==> src/core/ivp_pkg.sv <==
// Package for the interrupt vector and priority block
package ivp_pkg;
  // Control register field positions and reset value
  localparam int CTL_EN0_BIT = 0;
  localparam int CTL_EN1_BIT = 1;
  localparam logic [7:0] CTL_RESET = 8'h00;
  localparam logic [7:0] CTL_SET_EN0 = 8'h01;
  localparam logic [7:0] CTL_SET_EN1 = 8'h02;
  localparam logic [7:0] CTL_CLR_EN0 = 8'hfe;
  localparam logic [7:0] CTL_CLR_EN1 = 8'hfd;
  // Source indices in priority order, highest first
  localparam int NSRC = 12;
  localparam int SRC_TRAP = 0;
  localparam int SRC_NMI = 1;
  localparam int SRC_EXT0 = 2;
  localparam int SRC_EXT1 = 3;
  localparam int SRC_EXT2 = 4;
  localparam int SRC_TMR0 = 5;
  localparam int SRC_TMR1 = 6;
  localparam int SRC_DMA0 = 7;
  localparam int SRC_DMA1 = 8;
  localparam int SRC_CSER = 9;
  localparam int SRC_SER0 = 10;
  localparam int SRC_SER1 = 11;
  // Vector table offsets
  localparam logic [7:0] level1_vector_entry = 8'h00;
  localparam logic [7:0] level2_vector_entry = 8'h02;
  localparam logic [7:0] timer0_vector_entry = 8'h04;
  localparam logic [7:0] timer1_vector_entry = 8'h06;
  localparam logic [7:0] dma0_vector_entry = 8'h08;
  localparam logic [7:0] dma1_vector_entry = 8'h0a;
  localparam logic [7:0] clocked_serial_vector_entry = 8'h0c;
  localparam logic [7:0] async_serial0_vector_entry = 8'h0e;
  localparam logic [7:0] async_serial1_vector_entry = 8'h10;
  // Fixed jump addresses
  localparam logic [15:0] power_fail_jump_entry = 16'h0066;
  localparam logic [15:0] TRAP_JUMP_ADDR = 16'h0000;
  localparam logic [15:0] EXT0_JUMP_ADDR = 16'h0038;
  localparam logic [3:0] SRC_NONE = 4'hf;

  typedef enum logic [1:0] {
    IVP_KIND_NONE = 2'b00,
    IVP_KIND_JUMP = 2'b01,
    IVP_KIND_TABLE = 2'b10
  } ivp_kind_e;

  // Answer handed to the processor core
  typedef struct packed {
    ivp_kind_e kind;
    logic [3:0] src;
    logic [7:0] table_offset;
    logic [15:0] jump_addr;
  } ivp_grant_s;
endpackage

==> src/core/ivp_sync.sv <==
// Two-stage synchroniser for one input level
`timescale 1ns/1ps
`default_nettype none
module ivp_sync #(
  parameter logic RESET_VAL = 1'b1
) (
  // Clock and reset
  input wire logic core_clk,
  input wire logic reset,
  input wire logic clk_en,
  // Level in and out
  input wire logic d,
  output logic q
);
  logic meta_r;

  always_ff @(posedge core_clk or posedge reset) begin
    if (reset) begin
      meta_r <= RESET_VAL;
      q <= RESET_VAL;
    end else if (clk_en) begin
      meta_r <= d;
      q <= meta_r;
    end
  end
endmodule
`default_nettype wire

==> src/core/ivp_top.sv <==
// Interrupt acceptance, priority and vector selection
`timescale 1ns/1ps
`default_nettype none
module ivp_top (
  // Clock, reset, enable
  input wire logic core_clk,
  input wire logic reset,
  input wire logic clk_en,
  // External request pins, active low
  input wire logic ext_irq_level0_n,
  input wire logic ext_irq_level1_n,
  input wire logic ext_irq_level2_n,
  // Core-side event sources
  input wire logic trap_req,
  input wire logic nmi_pulse,
  input wire logic timer0_req,
  input wire logic timer1_req,
  input wire logic dma0_req,
  input wire logic dma1_req,
  input wire logic cser_req,
  input wire logic ser0_req,
  input wire logic ser1_req,
  // Core-side control register access
  input wire logic ctl_wr,
  input wire logic [7:0] ctl_wdata,
  output logic [7:0] trap_irq_control_reg,
  // Acknowledge from the core
  input wire logic int_ack,
  // Answer to the core
  output logic irq_pending,
  output ivp_pkg::ivp_grant_s grant
);
  logic lvl0_n, lvl1_n, lvl2_n;
  logic nmi_latch_r;
  logic [ivp_pkg::NSRC-1:0] req;
  ivp_pkg::ivp_grant_s grant_nxt;
  logic nmi_ack;
  logic win_any;
  logic [3:0] win_idx;

  // Pins arrive from outside the clock domain
  ivp_sync #(.RESET_VAL(1'b1)) u_sync0 (
    .core_clk(core_clk),
    .reset(reset),
    .clk_en(clk_en),
    .d(ext_irq_level0_n),
    .q(lvl0_n)
  );
  ivp_sync #(.RESET_VAL(1'b1)) u_sync1 (
    .core_clk(core_clk),
    .reset(reset),
    .clk_en(clk_en),
    .d(ext_irq_level1_n),
    .q(lvl1_n)
  );
  ivp_sync #(.RESET_VAL(1'b1)) u_sync2 (
    .core_clk(core_clk),
    .reset(reset),
    .clk_en(clk_en),
    .d(ext_irq_level2_n),
    .q(lvl2_n)
  );

  // Control register, software does read-modify-write
  // Bits other than the two enables are kept but steer nothing
  always_ff @(posedge core_clk or posedge reset) begin
    if (reset) begin
      trap_irq_control_reg <= ivp_pkg::CTL_RESET;
    end else if (clk_en && ctl_wr) begin
      trap_irq_control_reg <= ctl_wdata;
    end
  end

  // The core acknowledges only the source it was shown
  assign nmi_ack = int_ack && grant.src == 4'(ivp_pkg::SRC_NMI);

  // NMI is an event; latched so a short pulse is not missed. Set beats ack-clear.
  always_ff @(posedge core_clk or posedge reset) begin
    if (reset) begin
      nmi_latch_r <= 1'b0;
    end else if (clk_en) begin
      if (nmi_pulse) begin
        nmi_latch_r <= 1'b1;
      end else if (nmi_ack) begin
        nmi_latch_r <= 1'b0;
      end
    end
  end

  // Levels are gated live, never stored, so a disabled request leaves no trace
  always_comb begin
    req = '0;
    req[ivp_pkg::SRC_TRAP] = trap_req;
    req[ivp_pkg::SRC_NMI] = nmi_latch_r;
    req[ivp_pkg::SRC_EXT0] = ~lvl0_n & trap_irq_control_reg[ivp_pkg::CTL_EN0_BIT];
    req[ivp_pkg::SRC_EXT1] = ~lvl1_n & trap_irq_control_reg[ivp_pkg::CTL_EN1_BIT];
    // Level 2 has no enable bit, so it is always live
    req[ivp_pkg::SRC_EXT2] = ~lvl2_n;
    req[ivp_pkg::SRC_TMR0] = timer0_req;
    req[ivp_pkg::SRC_TMR1] = timer1_req;
    req[ivp_pkg::SRC_DMA0] = dma0_req;
    req[ivp_pkg::SRC_DMA1] = dma1_req;
    req[ivp_pkg::SRC_CSER] = cser_req;
    req[ivp_pkg::SRC_SER0] = ser0_req;
    req[ivp_pkg::SRC_SER1] = ser1_req;
  end

  // Table entries sit two bytes apart in source order
  function automatic logic [7:0] table_of(input int s);
    unique case (s)
      ivp_pkg::SRC_EXT1: table_of = ivp_pkg::level1_vector_entry;
      ivp_pkg::SRC_EXT2: table_of = ivp_pkg::level2_vector_entry;
      ivp_pkg::SRC_TMR0: table_of = ivp_pkg::timer0_vector_entry;
      ivp_pkg::SRC_TMR1: table_of = ivp_pkg::timer1_vector_entry;
      ivp_pkg::SRC_DMA0: table_of = ivp_pkg::dma0_vector_entry;
      ivp_pkg::SRC_DMA1: table_of = ivp_pkg::dma1_vector_entry;
      ivp_pkg::SRC_CSER: table_of = ivp_pkg::clocked_serial_vector_entry;
      ivp_pkg::SRC_SER0: table_of = ivp_pkg::async_serial0_vector_entry;
      ivp_pkg::SRC_SER1: table_of = ivp_pkg::async_serial1_vector_entry;
      default: table_of = 8'h00;
    endcase
  endfunction

  // Trap, NMI and level 0 are jump-vectored; every other source uses the table
  function automatic ivp_pkg::ivp_kind_e kind_of(input int s);
    unique case (s)
      ivp_pkg::SRC_TRAP: kind_of = ivp_pkg::IVP_KIND_JUMP;
      ivp_pkg::SRC_NMI: kind_of = ivp_pkg::IVP_KIND_JUMP;
      ivp_pkg::SRC_EXT0: kind_of = ivp_pkg::IVP_KIND_JUMP;
      ivp_pkg::SRC_EXT1: kind_of = ivp_pkg::IVP_KIND_TABLE;
      ivp_pkg::SRC_EXT2: kind_of = ivp_pkg::IVP_KIND_TABLE;
      ivp_pkg::SRC_TMR0: kind_of = ivp_pkg::IVP_KIND_TABLE;
      ivp_pkg::SRC_TMR1: kind_of = ivp_pkg::IVP_KIND_TABLE;
      ivp_pkg::SRC_DMA0: kind_of = ivp_pkg::IVP_KIND_TABLE;
      ivp_pkg::SRC_DMA1: kind_of = ivp_pkg::IVP_KIND_TABLE;
      ivp_pkg::SRC_CSER: kind_of = ivp_pkg::IVP_KIND_TABLE;
      ivp_pkg::SRC_SER0: kind_of = ivp_pkg::IVP_KIND_TABLE;
      ivp_pkg::SRC_SER1: kind_of = ivp_pkg::IVP_KIND_TABLE;
      default: kind_of = ivp_pkg::IVP_KIND_NONE;
    endcase
  endfunction

  // Fixed jump addresses; table sources carry none, so the core never mixes the two
  function automatic logic [15:0] jump_of(input int s);
    unique case (s)
      ivp_pkg::SRC_TRAP: jump_of = ivp_pkg::TRAP_JUMP_ADDR;
      ivp_pkg::SRC_NMI: jump_of = ivp_pkg::power_fail_jump_entry;
      ivp_pkg::SRC_EXT0: jump_of = ivp_pkg::EXT0_JUMP_ADDR;
      ivp_pkg::SRC_EXT1: jump_of = 16'h0000;
      ivp_pkg::SRC_EXT2: jump_of = 16'h0000;
      ivp_pkg::SRC_TMR0: jump_of = 16'h0000;
      ivp_pkg::SRC_TMR1: jump_of = 16'h0000;
      ivp_pkg::SRC_DMA0: jump_of = 16'h0000;
      ivp_pkg::SRC_DMA1: jump_of = 16'h0000;
      ivp_pkg::SRC_CSER: jump_of = 16'h0000;
      ivp_pkg::SRC_SER0: jump_of = 16'h0000;
      ivp_pkg::SRC_SER1: jump_of = 16'h0000;
      default: jump_of = 16'h0000;
    endcase
  endfunction

  // Fixed priority: the lowest index that asks wins; the flag blocks later hits
  always_comb begin
    win_any = 1'b0;
    win_idx = ivp_pkg::SRC_NONE;
    for (int i = 0; i < ivp_pkg::NSRC; i++) begin
      if (req[i] && !win_any) begin
        win_any = 1'b1;
        win_idx = 4'(i);
      end
    end
  end

  // Answer fields follow from the winner alone
  always_comb begin
    grant_nxt.kind = ivp_pkg::IVP_KIND_NONE;
    grant_nxt.src = win_idx;
    grant_nxt.table_offset = 8'h00;
    grant_nxt.jump_addr = 16'h0000;
    if (win_any) begin
      grant_nxt.kind = kind_of(int'(win_idx));
      grant_nxt.table_offset = table_of(int'(win_idx));
      grant_nxt.jump_addr = jump_of(int'(win_idx));
    end
  end

  // Registered answer; updates each cycle that clk_en is high so a withdrawn level drops out
  always_ff @(posedge core_clk or posedge reset) begin
    if (reset) begin
      grant.kind <= ivp_pkg::IVP_KIND_NONE;
      grant.src <= ivp_pkg::SRC_NONE;
      grant.table_offset <= 8'h00;
      grant.jump_addr <= 16'h0000;
    end else if (clk_en) begin
      grant <= grant_nxt;
    end
  end

  // Pending flag, cheaper for the core to poll than decoding the answer
  always_ff @(posedge core_clk or posedge reset) begin
    if (reset) begin
      irq_pending <= 1'b0;
    end else if (clk_en) begin
      irq_pending <= |req;
    end
  end
endmodule
`default_nettype wire

==> config.mk <==
export PLATFORM = sky130hd
export DESIGN_NAME = ivp_top
export DESIGN_NICKNAME = d
export VERILOG_FILES = /design/src/core/ivp_pkg.sv /design/src/core/ivp_sync.sv /design/src/core/ivp_top.sv
export SDC_FILE = /design/constraint.sdc
export NUM_CORES = 1
export LEC_CHECK = 0
export BUFFER_PORTS_ARGS = -buffer_cell sky130_fd_sc_hd__buf_2
export CORE_MARGIN = 2
export CORE_UTILIZATION = 45
export DETAILED_ROUTE_END_ITERATION = 8
export MAX_ROUTING_LAYER = met4
export PLACE_DENSITY = 0.76
export RECOVER_POWER = 25
export SYNTH_ARGS = -nofsm -noshare
export SYNTH_HDL_FRONTEND = slang
export SYNTH_SLANG_ARGS = --single-unit
==> constraint.sdc <==
create_clock -name core_clk -period 4.5 [get_ports core_clk]
set_input_delay 0.9 -clock core_clk [delete_from_list [all_inputs] [get_ports core_clk]]
set_output_delay 0.9 -clock core_clk [all_outputs]
set_load 0.005 [all_outputs]
== Word level (Yosys, flattened, before mapping) ==
Memory sizes are Yosys's and may differ from the RTL's.
Cells that the tools add are included.

* Memory bits (read-only): 192
* Output and inout port bits: 39
* Input bits: 25
* Memories kept: 3
* Word-level logic and storage cells: 77
* Bits in registers: 46

{| class="wikitable"
|+ Memories
! name !! depth !! bits a word !! rd ports !! clocked after Yosys merged registers in !! write ports !! RTL line !! source
|-
| (no name shown) || 16 || 6 || 1 || 0 || 0 || ivp_top.sv:145 || <nowiki>unique case (s)</nowiki>
|-
| (no name shown) || 16 || 4 || 1 || 0 || 0 || ivp_top.sv:110 || <nowiki>unique case (s)</nowiki>
|-
| (no name shown) || 16 || 2 || 1 || 0 || 0 || ivp_top.sv:126 || <nowiki>unique case (s)</nowiki>
|}

* Muxes and demuxes: 28
* Eq/ne operators: 1
* Reductions and logical operators: 27
* Bitwise gates (word level): 5

{| class="wikitable"
|+ Operators with widths
! cell !! number
|-
| $mux W4 || 12
|-
| $mux W24 || 1
|-
| $mux W1 || 14
|-
| $logic_and A1 B1 Y1 || 13
|-
| $reduce_or A12 Y1 || 1
|-
| $logic_not A1 Y1 || 11
|-
| $eq A4 B1 Y1 const B || 1
|-
| $not A1 Y1 || 3
|-
| $and A1 B1 Y1 || 2
|-
| $mux W2 || 1
|-
| $reduce_and A2 Y1 || 1
|-
| $reduce_bool A2 Y1 || 1
|}

== Depth between registers and ports, before layout ==
Gate-level depths: netlist (run 1).
An unclocked memory read counts as a cell.

* Depth after elaboration: 36
* Mapped depth: 7
* Depth with buffers taken out: 7

== By module ==
From an unflattened synthesis (run 1), not the netlist that was laid out.

* Cell total of the unflattened synthesis: 133
* Area total of the unflattened synthesis: 1530.2 sq um

{| class="wikitable"
|+ By module, submodules not included
! module !! cells each !! times used !! area an instance (sq um)
|-
| ivp_top || 118 || 1 || 1293.7
|-
| ivp_sync || 5 || 3 || 78.8
|}

== Worst setup path after synthesis (run 1) ==
No wires, ideal clock.

* Kind: input to register
* Start point: in trap_req
* End point: reg grant[18] (netlist bit)
* Required time: 4421 ps
* Setup slack: 2102 ps
* Stages on the path: 6
* Buffers on the path: 0
* Library setup time: 79 ps
* Arrival: 2320 ps
* Cells stage by stage: nor4_4 -> a2111oi_2 -> or2_1 -> ha_1 -> nand2b_1 -> o2bb2ai_1

{| class="wikitable"
|+ RTL lines
! element !! RTL line !! source
|-
| start, declared || ivp_top.sv:14 || <nowiki>input wire logic trap_req,</nowiki>
|-
| end signal, assigned || ivp_top.sv:195 || <nowiki>grant <= grant_nxt;</nowiki>
|-
| end, declared || ivp_top.sv:31 || <nowiki>output ivp_pkg::ivp_grant_s grant</nowiki>
|}

== Worst setup path after layout (run 1) ==
* Start point: in clk_en
* End point: reg nmi_latch_r

* Word-level cells in the longest chain between the ends: 1

{| class="wikitable"
|+ RTL lines
! element !! RTL line !! source
|-
| start, declared || ivp_top.sv:8 || <nowiki>input wire logic clk_en,</nowiki>
|-
| $reduce_and A2 Y1 (no line) || -- ||
|-
| end signal, assigned || ivp_top.sv:80 || <nowiki>nmi_latch_r <= 1'b0;</nowiki>
|-
| end signal, assigned || ivp_top.sv:83 || <nowiki>nmi_latch_r <= 1'b1;</nowiki>
|-
| end signal, assigned || ivp_top.sv:85 || <nowiki>nmi_latch_r <= 1'b0;</nowiki>
|-
| end, declared || ivp_top.sv:34 || <nowiki>logic nmi_latch_r;</nowiki>
|}

Every way passes these cells.
A chain may end at the register's enable or synchronous reset.

==> results.tsv, run 1 <==
metric	value	unit
Max-slew headroom	27.14	%
CTS tree	yes	
total grt overflow	0	
Hold Crit Class	reg -> reg	
Post-Syn Area	1505	µm²
vias in the first global route	1048	
first-pass GRT wire length	4505	µm
ANT cells	0	
Fin. Hold Viols	0	
Die ar.	3824	µm²
Finish-stage setup viols	0	
crit path from	clk_en	
detailed-route via count	1097	
CP Data Arrival Time	2950	ps
CP required	4720	ps
DR WL/cell	13.08	µm
Iteration-0 DRC Markers	21	
min Tclk post-route	2724	ps
Die Ht	61.84	µm
RSZ-0062 raised after global routing	no	
final wirelength	2903	µm
crit-path max FO	24	
die width	61.84	µm
Num CTS Buffers	5	
cts hold-fix bufs	0	
reg2reg start	u_sync1.q	
CTS resizes	0	
library cells used by synthesis	39	
Detail Route Antenna Nets	0	
cell count after synthesis	128	
Design Power	623.7	µW
maximum clock path buffer count	2	
Power Density	349.8	nW/µm²
clock latency on the worst-skew pair	320	ps
Root Buffer	clkbuf_4	
register area share after synthesis	49.04	%
clk slew on worst S/H paths	90	ps
DR DRC count	0	
Avg Cell Area, Syn	11.76	µm²
largest net degree at the start of global routing	30	
Least-Margin Pin Slew	1093	ps
fin. max-slew vios	0	
FF-to-FF setup slack	2220	ps
fill cell count	281	
Final Skew	5.300	ps
Initial Util	48.12	%
Max-Cap Viols	0	
max FFs per register	13	
crit path capture type	flip-flop	
final setup TNS	0	ps
post-CTS setup buffer count	0	
IO Port Bufs	49	
post-route cell area	1783	µm²
GR Util All Layers	17.05	%
share of cells above drive strength 1	48.88	%
kind of critical path	in -> reg	
DP HPWL	2269	µm
critical path launch point type	input port	
Core Box Area	3128	µm²
sequential cell area	738.2	µm²
DRT Pass-1 Iters	4	
peak ir drop on the vdd network	199.3	µV
I/O pins	64	
Lkg Pwr	0.0008430	µW
fmax	0.3671	GHz
Area Overhead vs Synth	18.45	%
Multi-input gate area	653.1	µm²
Final Wtd Congestion	0.8473	
Final #Nets	206	
Ys Warns	0	
dpl cell area	1714	µm²
final design utilization	57.00	%
DR vias/cell	4.941	
status	completed	
period utilization	60.54	%
row count	20	
clock sink count	29	
maximum level of the CTS H-tree	2	
initial antenna violation count	0	
HP Start	grant[28]	
Seq cells post-synth	29	
-- metrics by stage --
stage | worst slack [ps] | cells | hold slack [ps]
floorplan | 2102 | 141 | 475.2
global placement | 1829 | 214 | 467.0
detailed placement | 1738 | 214 | 479.0
CTS | 2072 | 222 | 500.8
global route | 1595 | 222 | 522.8
finish | 1776 | 222 | 500.9
-- cell usage after synthesis (all sizes together) --
cell type / count / share of area (%)
nor4: 1 / 1.4
dfstp: 10 / 17
a211oi: 2 / 1.0
nand2: 9 / 2.2
nor2: 5 / 1.2
clkbuf: 2 / 0.50
o311ai: 1 / 0.58
nand2b: 3 / 1.2
dfrtp: 19 / 32
nor2b: 4 / 2.3
buf: 18 / 8.8
or2: 1 / 0.42
a2bb2oi: 1 / 0.58
inv: 5 / 1.2
o31ai: 1 / 0.50
o21ai: 4 / 1.3
a2111oi: 1 / 1.0
clkinv: 1 / 0.25
nand3: 2 / 0.67
nor4b: 2 / 1.2
a32o: 1 / 0.67
ha: 4 / 3.3
or4: 2 / 1.2
mux2: 15 / 11
conb: 1 / 0.25
o32ai: 1 / 1.1
nor3b: 1 / 0.50
o22a: 1 / 0.58
o32a: 1 / 0.67
a22o: 1 / 0.58
o21a: 1 / 0.50
a31oi: 1 / 0.42
o2bb2ai: 5 / 2.9
a21o: 1 / 0.50
-- critical path: stages --
cell and delay, ps:
clkbuf_1 780, clkinv_1 550, nor4b_1 400, nand3_1 110
a22o_1 190
-- cell families after synthesis --
family / share of synthesized area [%]
AO/OA/AOI/OAI: 12.88
adder cells (fa/ha/maj): 3.325
buffers and inverters: 10.81
flip-flops: 49.04
multiplexers: 11.22
other: 0.2491
AND/OR/NAND/NOR: 12.47
-- path summary, 6_finish.rpt --
kind                                      endpoint  cells past startpoint
max                                    nmi_latch_r                      5
min                                      grant[28]                      2
max reg2reg                              grant[18]                      7
min reg2reg                              grant[28]                      2
max in group asynchronous  trap_irq_control_reg[0]                      2
min in group asynchronous                 grant[5]                      2
-- final cells by class --
type	instances	share of cell area, %
clock buffers	7	3.649
clock inverters	1	0.2807
flip-flops and latches	29	41.40
repair buffers	49	13.68
well taps	44	3.088
inverters	6	1.263
multi-input cells	86	36.63
-- power breakdown --
group,switching (µW),internal (µW),total (µW)
Clock,90.1,90.4,181
Combinational,59.4,63.5,123
Sequential,21.8,298,320
Total,171,452,624
-- routing by layer --
layer  share of wire [%]  global-route usage, %  vias to the layer above
met4                0.86                  6.991                        0
met3                 6.9                  7.453                        5
li1                    -                      -                      518
met1                  40                  17.96                      527
met5                   0                      -                        -
met2                  52                  27.97                       47
-- cell usage in the layout (no fill, tap or decap), types with 3 or more instances in the layout --
master,netlist,layout
o21ai_0,3,3
dfstp_2,10,10
mux2_2,15,15
dfrtp_1,19,19
buf_2,1,48
clkbuf_4,0,5
ha_1,4,4
nand2b_1,3,3
o2bb2ai_1,5,5
conb_1,1,14
nand2_1,9,9
nor2_1,5,5
inv_1,5,5
Note: power is estimated with default switching activity, not from simulation.
==> inputs of run 2 (changes only) <==
CORE_UTILIZATION = 42   (was 45)
PLACE_DENSITY = 0.75   (was 0.76)
clock period = 2.5 ns   (was 4.5 ns; I/O delays follow)
==> results.tsv, run 2 (synthesized netlist as in run 1, its figures left out) <==
metric	value	unit
status	completed	
RSZ-0062 raised after global routing	no	
DRT met1 WL	1200	µm
clk slew on worst S/H paths	90	ps
sequential cell area	738.2	µm²
detailed-route via count	1111	
Iteration-0 DRC Markers	51	
maximum clock path buffer count	2	
critical path's top delay family	simple AND/OR/NAND/NOR gates	
row count	21	
Initial Util	44.41	%
cts hold-fix bufs	0	
Die Ht	63.87	µm
Final Skew	9.540	ps
largest net degree at the start of global routing	30	
period utilization	84.01	%
DR DRC count	0	
Die ar.	4079	µm²
total grt overflow	0	
Top Metal Used	met4	
ordered list of cells on the worst path	nor3b_1 > o21a_1 > a2111oi_2 > or2_1 > ha_1 > nand2b_1 > o2bb2ai_1	
I/O pins	64	
max FFs per register	13	
worst path bufs/invs	0	
critical path launch point type	flip-flop	
ANT cells	0	
CP max stage delay	570	ps
Num CTS Buffers	5	
DR WL/cell	12.38	µm
Fin. Hold Viols	0	
min Tclk post-route	2100	ps
Max-Cap Viols	0	
fill cell count	318	
GR Util All Layers	15.72	%
kind of critical path	reg -> reg	
dpl cell area	1754	µm²
most common cell after layout, fill and taps aside	buf_2	
Detail Route Antenna Nets	0	
initial antenna violation count	0	
Area Overhead vs Synth	20.95	%
CP required	2740	ps
Core Box Area	3390	µm²
fmax	0.4761	GHz
Root Buffer	clkbuf_4	
DR vias/cell	4.852	
Met3 Wirelength	203	µm
Post-Place Cells	221	
Finished Layout Cells	229	
CTS resizes	0	
CP Data Arrival Time	2340	ps
DP HPWL	2281	µm
most frequent cells in the layout	buf_2 (49), dfrtp_1 (19), mux2_2 (15), conb_1 (14), dfstp_2 (10)	
fin. max-slew vios	0	
IO Port Bufs	49	
Finish-stage setup viols	0	
Lkg Pwr	0.0008673	µW
Final #Nets	211	
Hold Crit Class	in -> reg	
Design Power	1128	µW
die width	63.87	µm
vias in the first global route	1121	
CTS tree	yes	
maximum level of the CTS H-tree	2	
Power Density	619.8	nW/µm²
Multi-input gate area	653.1	µm²
Final Wtd Congestion	0.7762	
final wirelength	2836	µm
crit path capture type	flip-flop	
first-pass GRT wire length	4926	µm
Least-Margin Pin Slew	1468	ps
post-CTS setup buffer count	0	
DRT Pass-1 Iters	4	
crit-path max FO	5	
post-route cell area	1821	µm²
clock sink count	29	
final setup TNS	0	ps
Crit-path slowest cell	dfstp_2	
WL met2	1413	µm
peak ir drop on the vdd network	384.1	µV
share of cells above drive strength 1	50.27	%
Max-slew headroom	2.145	%
clock latency on the worst-skew pair	320	ps
## run 2: cell count changes in the layout (fill, tap and decap cells not counted), sizes merged
cell / previous run / this run
buf: 48 / 53
## run 2: metrics by stage
stage / utilization, % / hold slack, ps / setup slack [ps]
global route: 53.71 / 383.2 / 236.9
global placement: 51.75 / 461.3 / 410.3
finish: 53.71 / 407.9 / 399.7
detailed placement: 51.75 / 476.0 / 333.3
floorplan: - / 475.2 / 474.0
CTS: 53.82 / 223.2 / 381.8
## run 2: cell type report
cell class,instances,share of cell area [%]
multi-input combinational,86,35.88
clock buffer,7,3.574
timing repair buffer,54,15.33
clock inverter,1,0.2749
sequential,29,40.55
inverter,6,1.237
tap,46,3.162
## run 2: path summary, 6_finish.rpt
kind / startpoint / end / slack (ps) / cells past startpoint
worst max-delay path: u_sync2.q / grant[18] / 400 / 7
worst min-delay path: ctl_wdata[2] / trap_irq_control_reg[2] / 410 / 2
worst max register to register: u_sync2.q / grant[18] / 400 / 7
worst min register to register: grant[28] / grant[28] / 490 / 2
max in group asynchronous: reset / grant[5] / 980 / 3
min in group asynchronous: reset / nmi_latch_r / 670 / 3
## run 2: power breakdown
| group | internal [µW] | switching (µW) |
|---|---|---|
| Combinational | 122 | 108 |
| Sequential | 537 | 39.5 |
| Clock | 163 | 158 |
| Total | 822 | 306 |
## run 2: worst register-to-register path, stage by stage, from the launching register on
cell       delay (ps)
dfstp_2           570
nor3b_1           320
o21a_1            200
a2111oi_2          70
or2_1             280
ha_1              270
nand2b_1          160
o2bb2ai_1         150
## run 2: metal layers
layer | track usage, % | up-vias
met5 | - | -
met4 | 5.163 | 0
met3 | 5.634 | 3
met2 | 26.69 | 43
met1 | 17.06 | 529
li1 | - | 536
==> inputs of run 3 (changes only) <==
CORE_UTILIZATION = 45   (was 42)
PLACE_DENSITY = 0.76   (was 0.75)
clock period = 2.02 ns   (was 2.5 ns; I/O delays follow)
==> results.tsv, run 3 (synthesized netlist as in run 1, its figures left out) <==
metric	value	unit
Final Skew	11.69	ps
setup ws final	83.25	ps
Detail Route Antenna Nets	0	
Final #Nets	215	
Sw Pwr	382.4	µW
Num CTS Buffers	5	
final setup TNS	0	ps
Design Power	1344	µW
Root Buffer	clkbuf_4	
Die Ht	61.84	µm
detailed-route via count	1126	
worst path bufs/invs	0	
DP HPWL	2406	µm
fmax	0.5163	GHz
Lkg Pwr	0.0008816	µW
most frequent cells in the layout	buf_2 (49), dfrtp_1 (19), mux2_2 (15), conb_1 (14), dfstp_2 (10)	
Fin. Hold Viols	0	
dpl cell area	1782	µm²
CP Data Arrival Time	2200	ps
Levels on crit path	7	
peak ir drop on the vdd network	496.8	µV
Power Density	725.5	nW/µm²
clk slew on worst S/H paths	90	ps
share of cells above drive strength 1	52.94	%
Area Overhead vs Synth	23.11	%
Flop pwr share	52.8	%
Hold Crit Class	in -> reg	
cell count of the worst reg-to-reg path	7	
post-CTS setup buffer count	0	
DR vias/cell	4.874	
Max-slew headroom	1.730	%
clock network power share	24.1	%
IO Port Bufs	49	
Initial Util	48.12	%
critical path's top delay family	simple AND/OR/NAND/NOR gates	
DRT Pass-1 Iters	6	
Gate power share	23.1	%
ANT cells	0	
Pint	962.0	µW
fin. max-slew vios	0	
max FFs per register	13	
pre-CTS setup slack	-9.048	ps
first-pass GRT wire length	4629	µm
min Tclk post-route	1937	ps
vias in the first global route	1096	
clock latency on the worst-skew pair	330	ps
GR Util All Layers	17.95	%
Finished Layout Cells	231	
critical path launch point type	flip-flop	
largest net degree at the start of global routing	30	
total grt overflow	0	
CP required	2280	ps
initial antenna violation count	0	
DR DRC count	0	
CP max stage delay	560	ps
die width	61.84	µm
Die ar.	3824	µm²
Final Wtd Congestion	0.8322	
post-route cell area	1853	µm²
Finish-stage setup viols	0	
period utilization	95.88	%
Max-Cap Viols	0	
status	completed	
maximum level of the CTS H-tree	2	
ordered list of cells on the worst path	nor2b_4 > or4_4 > nor2_4 > or2_4 > ha_1 > nand2b_1 > o2bb2ai_1	
DR WL/cell	12.88	µm
fill cell count	289	
row count	20	
crit-path max FO	3	
Core Box Area	3128	µm²
Crit-path slowest cell	dfstp_2	
crit path capture type	flip-flop	
hold path depth	2	
Sw Ratio	28.44	%
CTS tree	yes	
Iteration-0 DRC Markers	19	
final wirelength	2976	µm
I/O pins	64	
kind of critical path	reg -> reg	
maximum clock path buffer count	2	
clock sink count	29	
most common cell after layout, fill and taps aside	buf_2	
Least-Margin Pin Slew	1474	ps
Post-Place Cells	223	
RSZ-0062 raised after global routing	no	
[run 3: changes by cell type in the layout (fill, tap and decap cells not counted), sizes merged]
cell,previous run,this run
buf,53,57
clkinv,2,3
clkbuf,8,7
[run 3: per-layer routing]
layer	track usage, %	up-vias	wire (µm)
li1	-	538	-
met1	18.22	544	1148
met2	30.98	38	1598
met3	6.211	6	165
met4	8.207	0	63
met5	-	-	0
[run 3: layout make-up]
| cell class | count | area [µm²] | area share (%) |
|---|---|---|---|
| clock buffer | 6 | 41.29 | 2.228 |
| timing repair buffer | 58 | 312.8 | 16.88 |
| tap | 44 | 55.05 | 2.971 |
| multi-input combinational | 86 | 673.1 | 36.33 |
| inverter | 6 | 22.52 | 1.215 |
| clock inverter | 2 | 10.01 | 0.5402 |
| sequential | 29 | 738.2 | 39.84 |
[run 3: worst reg2reg max path: cells and delay by family (launching register included)]
kind,cells,cell delay (ps)
and+or+nand+nor,5,960
DFF,1,560
adders and majority gates,1,220
AOI/OAI and AO/OA,1,140
[run 3: timing repair]
action / CTS / global route
endpoints found under the hold margin: 0 / 0
resized for setup: 1 / 6
hold buffers: 0 / 0
setup endpoints to repair: 1 / 4
pin swaps: 0 / 2
[run 3: path summary, 6_finish.rpt]
kind	from	to	slack [ps]
worst max-delay path	u_sync1.q	grant[18]	80
worst min-delay path	ctl_wdata[5]	trap_irq_control_reg[5]	310
worst max register to register	u_sync1.q	grant[18]	80
worst min register to register	grant[19]	grant[19]	480
max in group asynchronous	reset	trap_irq_control_reg[1]	590
min in group asynchronous	reset	grant[18]	560
[run 3: power by group through the flow]
stage	sequential, µW	clock (µW)	combinational [µW]
after detailed placement	722	0	306
after floorplan	721	0	192
after CTS	711	340	308
after global routing	722	362	348
final	709	325	310
after global placement	717	0	296
[run 3: stage by stage]
step,hold slack [ps],utilization [%]
2_1_floorplan,474.7,-
3_3_place_gp,462.8,56.96
3_5_place_dp,470.6,56.96
4_1_cts,111.0,58.76
5_1_grt,286.9,59.24
6_report,306.9,59.24
